==> config.mk <==
export PLATFORM = sky130hd
export DESIGN_NAME = dpms_supervisor
export DESIGN_NICKNAME = d
export VERILOG_FILES = /design/src/hw/dpms_watchdog.v /design/src/hw/dpms_supervisor.v
export VERILOG_INCLUDE_DIRS = /design/src /design/src/hw
export SDC_FILE = /design/constraint.sdc
export NUM_CORES = 1
export LEC_CHECK = 0
export ABC_CLOCK_PERIOD_IN_PS = 2000
export BUFFER_PORTS_ARGS = -buffer_cell sky130_fd_sc_hd__buf_2
export CAP_MARGIN = 20
export CORE_MARGIN = 5
export CORE_UTILIZATION = 44
export CTS_CLUSTER_DIAMETER = 150
export CTS_CLUSTER_SIZE = 14
export DETAILED_ROUTE_END_ITERATION = 6
export HOLD_SLACK_MARGIN = 0.03
export PLACE_DENSITY = 0.76
export RECOVER_POWER = 50
export REMOVE_ABC_BUFFERS = 1
export SYNTH_ARGS = -nofsm -noshare
export SYNTH_HDL_FRONTEND = slang
export SYNTH_SLANG_ARGS = --single-unit
==> constraint.sdc <==
create_clock -name mclk -period 2 [get_ports mclk]
set_input_delay 0.1 -clock mclk [delete_from_list [all_inputs] [get_ports mclk]]
set_output_delay 0.1 -clock mclk [all_outputs]
set_load 0.01 [all_outputs]
==> src/hw/dpms_consts.vh <==
// Constants for the run/stop supervisor of the fieldbus master
`ifndef DPMS_CONSTS_VH
`define DPMS_CONSTS_VH
`define DPMS_NSLV 8
`define DPMS_IOW 8
`define DPMS_CLK_HZ 50000000
`define DPMS_WD_MS 500
`define DPMS_TICK_HZ 1000
`define DPMS_PRE_W 16
`define DPMS_WD_W 10
// Default watchdog: 1 ms ticks at 50 MHz, 500 of them give 0.5 s
`define DPMS_WD_PRESCALE 16'hC350
`define DPMS_WD_TERMINAL 10'h1F4
`define DPMS_ST_STOP 2'h0
`define DPMS_ST_RUN 2'h1
`define DPMS_SL_OK 2'h0
`define DPMS_SL_FAIL 2'h1
`define DPMS_SL_REPRM 2'h2
`endif

==> src/hw/dpms_watchdog.v <==
// Control-processor watchdog of the communication processor
`timescale 1ns/1ps
`include "dpms_consts.vh"
module dpms_watchdog #(
  parameter [`DPMS_PRE_W-1:0] PRESCALE = `DPMS_WD_PRESCALE,
  parameter [`DPMS_WD_W-1:0] TERMINAL = `DPMS_WD_TERMINAL
) (
  // Clock and reset
  input wire mclk,
  input wire srst,
  // Control
  input wire start,
  input wire stop,
  input wire kick,
  // Status
  output reg expired
);
  reg [`DPMS_PRE_W-1:0] pre_reg;
  reg [`DPMS_WD_W-1:0] cnt_reg;
  reg run_reg;
  wire tick = (pre_reg == PRESCALE - 1'b1);
  always @(posedge mclk) begin
    if (srst) begin
      pre_reg <= {`DPMS_PRE_W{1'b0}};
      cnt_reg <= {`DPMS_WD_W{1'b0}};
      run_reg <= 1'b0;
      expired <= 1'b0;
    end else begin
      expired <= 1'b0;
      if (stop) begin
        run_reg <= 1'b0;
        pre_reg <= {`DPMS_PRE_W{1'b0}};
        cnt_reg <= {`DPMS_WD_W{1'b0}};
      end else if (start || (run_reg && kick)) begin
        run_reg <= 1'b1;
        pre_reg <= {`DPMS_PRE_W{1'b0}};
        cnt_reg <= {`DPMS_WD_W{1'b0}};
      end else if (run_reg) begin
        pre_reg <= tick ? {`DPMS_PRE_W{1'b0}} : pre_reg + 1'b1;
        if (tick) begin
          if (cnt_reg == TERMINAL - 1'b1) begin
            expired <= 1'b1;
            run_reg <= 1'b0;
            cnt_reg <= {`DPMS_WD_W{1'b0}};
          end else begin
            cnt_reg <= cnt_reg + 1'b1;
          end
        end
      end
    end
  end
endmodule // dpms_watchdog

==> src/hw/dpms_supervisor.v <==
// Run/stop, slave failure and watchdog supervisor of the fieldbus master
`timescale 1ns/1ps
`include "dpms_consts.vh"
module dpms_supervisor #(
  parameter [`DPMS_PRE_W-1:0] WD_PRESCALE = `DPMS_WD_PRESCALE,
  parameter [`DPMS_WD_W-1:0] WD_TERMINAL = `DPMS_WD_TERMINAL
) (
  // Clock and reset
  input wire mclk,
  input wire srst,
  // Mode switch and processor events (switch is a pin)
  input wire run_switch,
  input wire iface_startup,
  input wire cycle_checkpoint,
  input wire watchdog_retrigger_block,
  input wire cycle_time_overrun,
  // Bus status
  input wire bus_active,
  input wire [`DPMS_NSLV-1:0] slave_alive,
  input wire [`DPMS_NSLV-1:0] slave_param_done,
  // Application side images
  input wire [`DPMS_NSLV*`DPMS_IOW-1:0] app_out_image,
  input wire [`DPMS_NSLV*`DPMS_IOW-1:0] bus_in_data,
  output reg [`DPMS_NSLV*`DPMS_IOW-1:0] app_in_image,
  output reg [`DPMS_NSLV*`DPMS_IOW-1:0] out_image_int,
  output reg [`DPMS_NSLV*`DPMS_IOW-1:0] bus_out_data,
  output reg [`DPMS_NSLV-1:0] bus_out_valid,
  output reg [`DPMS_NSLV-1:0] reparam_req,
  // Status
  output reg ctrl_run,
  output reg io_access_en,
  output reg slaves_force_zero,
  output reg [`DPMS_NSLV-1:0] slave_diag_fail,
  output reg overview_diag_fail,
  output reg cp_notify_overrun,
  output reg cp_notify_cpu_fail,
  output reg periphery_not_ready_report,
  output reg acknowledge_timeout_report
);
  reg sw_meta_reg;
  reg sw_sync_reg;
  reg run_prev_reg;
  reg [1:0] state_reg;
  reg [1:0] state_next;
  reg [2*`DPMS_NSLV-1:0] sl_st_reg;
  wire wd_expired;

  // Run needs a fresh rising edge of the switch, so a forced stop sticks
  wire go_run = (state_reg == `DPMS_ST_STOP) && sw_sync_reg && !run_prev_reg;
  wire go_stop = (state_reg == `DPMS_ST_RUN) && (!sw_sync_reg || wd_expired);

  // Watchdog controls; an expiry-forced stop needs no separate halt
  wire wd_start = iface_startup || go_run;
  wire wd_stop = go_stop && !wd_expired;
  wire wd_kick = cycle_checkpoint || watchdog_retrigger_block;

  // Mode switch is a pin: two flip-flops before any logic
  always @(posedge mclk) begin
    if (srst) begin
      sw_meta_reg <= 1'b0;
      sw_sync_reg <= 1'b0;
    end else begin
      sw_meta_reg <= run_switch;
      sw_sync_reg <= sw_meta_reg;
    end
  end

  always @* begin
    state_next = state_reg;
    case (state_reg)
      `DPMS_ST_STOP: begin
        if (go_run)
          state_next = `DPMS_ST_RUN;
      end
      `DPMS_ST_RUN: begin
        if (go_stop)
          state_next = `DPMS_ST_STOP;
      end
      default: state_next = `DPMS_ST_STOP;
    endcase
  end

  // Switch must return to stop after a forced stop before a new run
  always @(posedge mclk) begin
    if (srst) begin
      state_reg <= `DPMS_ST_STOP;
      run_prev_reg <= 1'b1;
      ctrl_run <= 1'b0;
      io_access_en <= 1'b0;
      slaves_force_zero <= 1'b1;
    end else begin
      state_reg <= state_next;
      run_prev_reg <= sw_sync_reg;
      ctrl_run <= (state_next == `DPMS_ST_RUN);
      io_access_en <= (state_next == `DPMS_ST_RUN);
      slaves_force_zero <= (state_next != `DPMS_ST_RUN);
    end
  end

  // Bus faults show up only in overview and per-slave diagnostics, never as an access trap
  always @(posedge mclk) begin
    if (srst) begin
      overview_diag_fail <= 1'b0;
    end else begin
      overview_diag_fail <= !bus_active || (slave_alive != {`DPMS_NSLV{1'b1}});
    end
  end

  always @(posedge mclk) begin
    if (srst) begin
      cp_notify_overrun <= 1'b0;
      cp_notify_cpu_fail <= 1'b0;
      periphery_not_ready_report <= 1'b0;
      acknowledge_timeout_report <= 1'b0;
    end else begin
      cp_notify_overrun <= cycle_time_overrun;
      cp_notify_cpu_fail <= wd_expired;
      periphery_not_ready_report <= 1'b0;
      acknowledge_timeout_report <= 1'b0;
    end
  end

  dpms_watchdog #(
    .PRESCALE(WD_PRESCALE),
    .TERMINAL(WD_TERMINAL)
  ) u_wd (
    .mclk(mclk),
    .srst(srst),
    .start(wd_start),
    .stop(wd_stop),
    .kick(wd_kick),
    .expired(wd_expired)
  );

  // Per-slave failure and recovery handling
  genvar i;
  generate
    for (i = 0; i < `DPMS_NSLV; i = i + 1) begin : g_slv
      wire up = bus_active && slave_alive[i];
      wire [1:0] st = sl_st_reg[2*i+1:2*i];
      wire healthy = up && (st == `DPMS_SL_OK);
      reg [1:0] st_next;
      // A recovered slave always passes through re-parameterization
      always @* begin
        st_next = st;
        case (st)
          `DPMS_SL_OK: begin
            if (!up)
              st_next = `DPMS_SL_FAIL;
          end
          `DPMS_SL_FAIL: begin
            if (up)
              st_next = `DPMS_SL_REPRM;
          end
          `DPMS_SL_REPRM: begin
            if (!up)
              st_next = `DPMS_SL_FAIL;
            else if (slave_param_done[i])
              st_next = `DPMS_SL_OK;
          end
          default: st_next = `DPMS_SL_FAIL;
        endcase
      end
      always @(posedge mclk) begin
        if (srst) begin
          sl_st_reg[2*i+1:2*i] <= `DPMS_SL_REPRM;
          reparam_req[i] <= 1'b0;
          slave_diag_fail[i] <= 1'b0;
        end else begin
          sl_st_reg[2*i+1:2*i] <= st_next;
          reparam_req[i] <= up && (st == `DPMS_SL_REPRM);
          slave_diag_fail[i] <= !up;
        end
      end
      // Stopped master clears inputs too; access is blocked anyway
      always @(posedge mclk) begin
        if (srst) begin
          app_in_image[i*`DPMS_IOW +: `DPMS_IOW] <= {`DPMS_IOW{1'b0}};
        end else if (!up || !ctrl_run) begin
          app_in_image[i*`DPMS_IOW +: `DPMS_IOW] <= {`DPMS_IOW{1'b0}};
        end else if (healthy) begin
          app_in_image[i*`DPMS_IOW +: `DPMS_IOW] <= bus_in_data[i*`DPMS_IOW +: `DPMS_IOW];
        end
      end
      // Internal image keeps tracking the application even for a failed slave
      always @(posedge mclk) begin
        if (srst) begin
          out_image_int[i*`DPMS_IOW +: `DPMS_IOW] <= {`DPMS_IOW{1'b0}};
        end else if (ctrl_run) begin
          out_image_int[i*`DPMS_IOW +: `DPMS_IOW] <= app_out_image[i*`DPMS_IOW +: `DPMS_IOW];
        end
      end
      // Delivery only to healthy, parameterized slaves while running
      always @(posedge mclk) begin
        if (srst) begin
          bus_out_valid[i] <= 1'b0;
          bus_out_data[i*`DPMS_IOW +: `DPMS_IOW] <= {`DPMS_IOW{1'b0}};
        end else begin
          bus_out_valid[i] <= healthy && ctrl_run;
          if (!ctrl_run)
            bus_out_data[i*`DPMS_IOW +: `DPMS_IOW] <= {`DPMS_IOW{1'b0}};
          else if (healthy)
            bus_out_data[i*`DPMS_IOW +: `DPMS_IOW] <= out_image_int[i*`DPMS_IOW +: `DPMS_IOW];
        end
      end
    end
  endgenerate
endmodule // dpms_supervisor

==> results.py <==
metrics = {
    "run_status": {
        "outcome": "finished, violations left",
        "violations": "setup timing",
    },
    "timing": {
        "fin_setup_tns_ps": -2746,
        "relSlewSlack_pct": 27.14,
        "hold_violations": 0,
        "finalSetupViolations": 24,
        "fin_crit_ps": 2164,
        "max_slew.worst_pin.slew_ps": 1093,
        "finalCritPeriodShare_pct": 108.2,
        "drv_slew": 0,
        "setup_ws_ps": -164.3,
        "hold_ws_ps": 30.69,
        "fmax_mhz": 462.0,
        "skew_ps": 11.98,
        "rsz0062_at_grt": "yes",
    },
    "synthesis": {
        "syn_inst": 1087,
        "synth_top_area_share_pct": 56.44,
        "yosys_warnings": 0,
        "synth_area_leaders": "dfxtp_1 56%, nand2_1 11%, a21oi_1 8.1%",
        "synth.distinct_cells": 42,
        "ys_seq_area_share_pct": 56.44,
        "synth_seq_cells": 270,
        "syn-cell-area_um2": 9577,
        "synth_area_per_cell_um2": 8.810,
        "synth_edf_count": 0,
        "synth.largest_area_cell": "dfxtp_1",
        "synthFlopType": "dfxtp_1",
        "async_flop_share_pct": 0,
    },
    "routing": {
        "wl_mm": 34.92,
        "ant_nets": 0,
        "wl_per_cell_um": 18.39,
        "drc_errors": 0,
        "first_iter_violations": 764,
        "via_per_inst": 5.338,
        "via_count": 10137,
        "first_pass_iters": 5,
    },
    "clock_tree": {
        "cts_root_buf": "clkbuf_16",
        "clockBufferDepth": 3,
        "clk_pin_slew_ps": 70,
        "htreeDepth": 1,
        "cts.sinks": 270,
        "cts_made_buffers": 23,
        "clock_latency_ps": 500,
        "cts_tree": "yes",
    },
    "placed_design": {
        "port_buffers": 373,
        "dpl_worst_slack_ps": -223.5,
        "gp_congestion": 0.8474,
        "dp_hpwl_mm": 21.75,
        "placed_area_um2": 11910,
    },
    "power_and_ir_drop": {
        "combPwrFrac_pct": 7.2,
        "leakage_nw": 5.086,
        "powerDensity_nw_per_um2": 726.3,
        "ir_worst_vdd_v": 0.0007456,
        "total_power_w": 0.01012,
        "internal_power_w": 0.007873,
        "p_clk_share_pct": 38.6,
        "netSwitchingFraction_pct": 22.20,
        "switchingPower_w": 0.002247,
        "power_frac_seq_pct": 54.1,
    },
    "setup_path": {
        "slowest_delay_ps": 550,
        "worstSetupPathType": "reg2reg",
        "critPathLaunchType": "register",
        "crit_fanout": 3,
        "cp.required_ps": 2420,
        "arrival_ps": 2580,
        "worstPathCellList": "or4b_4 > or4_4 > buf_6 > or3_4 > a211oi_2",
        "cp-end-kind": "register",
        "cp_slowest_cell": "or4_4",
    },
    "final_layout": {
        "syn_to_final_growth_pct": 45.51,
        "nets": 1773,
        "top_regs": "app_in_image: 64 flops, bus_out_data: 64 flops, out_image_int: 64 flops",
        "diodes": 0,
        "layout-drive-gt1-share_pct": 16.80,
        "final_area_um2": 13930,
    },
    "global_routing": {
        "grt-ovfl-total": 0,
        "antenna_found_initial": 0,
        "grt_use_total_pct": 26.06,
        "grt_pass1_vias": 10058,
        "grt_pass1_wl_mm": 52.35,
        "grt_start_max_net_pins": 75,
    },
    "floorplan": {
        "start_util_pct": 44.29,
        "die-area_um2": 24820,
        "placeableCoreArea_um2": 21620,
        "die_y_um": 157.5,
        "ios": 376,
        "fp.dieW_um": 157.5,
        "core.rowCount": 54,
    },
    "flow_run": {
        "maxCapViolCount": 0,
    },
    "hold_path": {
        "hold_path_class": "in2reg",
    },
}
==> per-stage QoR <==
stage / cells / util, %
4_1_cts: 1899 / 65.47
3_3_place_gp: 1716 / 55.10
3_5_place_dp: 1716 / 55.10
2_1_floorplan: 1024 / -
5_1_grt: 1899 / 64.45
6_report: 1899 / 64.45
==> power by group through the flow <==
stage               combinational, W  sequential [W]  clock [W]
floorplan                   0.000149         0.00561          0
global placement            0.000470         0.00559          0
detailed placement          0.000478         0.00560          0
CTS                         0.000721         0.00547    0.00398
global route                0.000785         0.00548    0.00418
finish                      0.000733         0.00548    0.00391
==> Yosys cell counts, types with 2 or more instances <==
master	n
nand4b_1	2
nand3_1	21
nor3_1	16
dfxtp_1	270
nor2b_1	6
buf_4	4
or3_1	13
buf_1	8
o21bai_1	8
nor4b_1	9
or4_1	5
o21ai_0	8
a21oi_1	155
xor2_1	9
nor4_1	5
o31ai_1	5
xnor2_1	3
nand2_1	272
inv_1	7
mux2i_1	70
ha_1	2
nor2_1	101
and4_1	5
nand4_1	8
a21boi_0	2
a211oi_1	4
and3_1	3
clkbuf_1	52
==> worst max-delay path, delay by kind of cell (launching register included) <==
family,cells,cell delay [ps]
compound gates,1,180
simple gates,3,1450
flops,1,310
buf+inv,1,140
==> what timing repair did <==
action | CTS | global route
hold endpoints to repair | 159 | 0
pin swaps | 9 | 3
hold buffers | 158 | 0
resized for setup | 17 | 6
setup endpoints to repair | 27 | 27
buffers inserted | 0 | 0
==> layout by cell type, fill, tap and decap left out, types with 3 or more instances in the layout <==
cell type,count
buf_2,185
dfxtp_1,268
a21oi_1,155
inv_1,7
clkbuf_16,23
and4_1,5
nor2_1,101
conb_1,3
nor4b_1,9
buf_4,30
nand3_1,21
or4_4,4
dlygate4sd3_1,158
o21bai_1,8
nor3_2,4
and3_1,3
o31ai_1,3
nor2b_1,6
xnor2_1,3
o21ai_0,6
clkbuf_1,190
nand4_1,8
nor3_1,12
buf_6,4
nand2_1,272
mux2i_1,70
buf_12,4
xor2_1,9
nor4_1,5
or3_1,11
==> final cells by class <==
type | count | area (um2)
clock inverter | 1 | 11.26
inverter | 7 | 26.28
timing repair buffer | 570 | 3567
multi-input combinational | 747 | 3990
tap | 280 | 350.3
fill | 1723 | 7686
clock buffer | 24 | 579.3
sequential | 270 | 5410
==> final timing paths <==
kind	to	from	depth (start not counted)	slack, ps
worst min register to register	sw_sync_reg$_SDFF_PP0_	sw_meta_reg$_SDFF_PP0_	1	440
worst min-delay path	u_wd.run_reg$_SDFF_PP0_	cycle_checkpoint	5	30
worst max register to register	u_wd.cnt_reg[9]$_SDFFE_PP0P_	u_wd.pre_reg[4]$_SDFFE_PP0P_	5	-160
worst max-delay path	u_wd.cnt_reg[9]$_SDFFE_PP0P_	u_wd.pre_reg[4]$_SDFFE_PP0P_	5	-160
==> cells by family (layout without fill, tap and decap cells) <==
group / Yosys count / count (layout) / synth area share, %
AND/OR/NAND/NOR: 473 / 473 / 21.37
multiplexers: 71 / 71 / 7.434
XOR/XNOR: 12 / 12 / 1.098
adder cells (fa/ha/maj): 2 / 2 / 0.2613
other: 1 / 3 / 0.03916
flip-flops: 270 / 270 / 56.44
AO/OA/AOI/OAI: 186 / 186 / 10.36
buffers and inverters: 72 / 602 / 2.992
==> routing by layer <==
layer / share of wire [%] / up-vias / wire, um / track usage [%]
li1: - / 4702 / - / -
met4: 5.9 / 0 / 2051 / 14.99
met2: 49 / 534 / 17230 / 45.27
met5: 0 / - / 0 / 0
met3: 8.1 / 151 / 2827 / 6.599
met1: 37 / 4750 / 12810 / 28.93
Note: power is estimated with default switching activity, not from simulation.
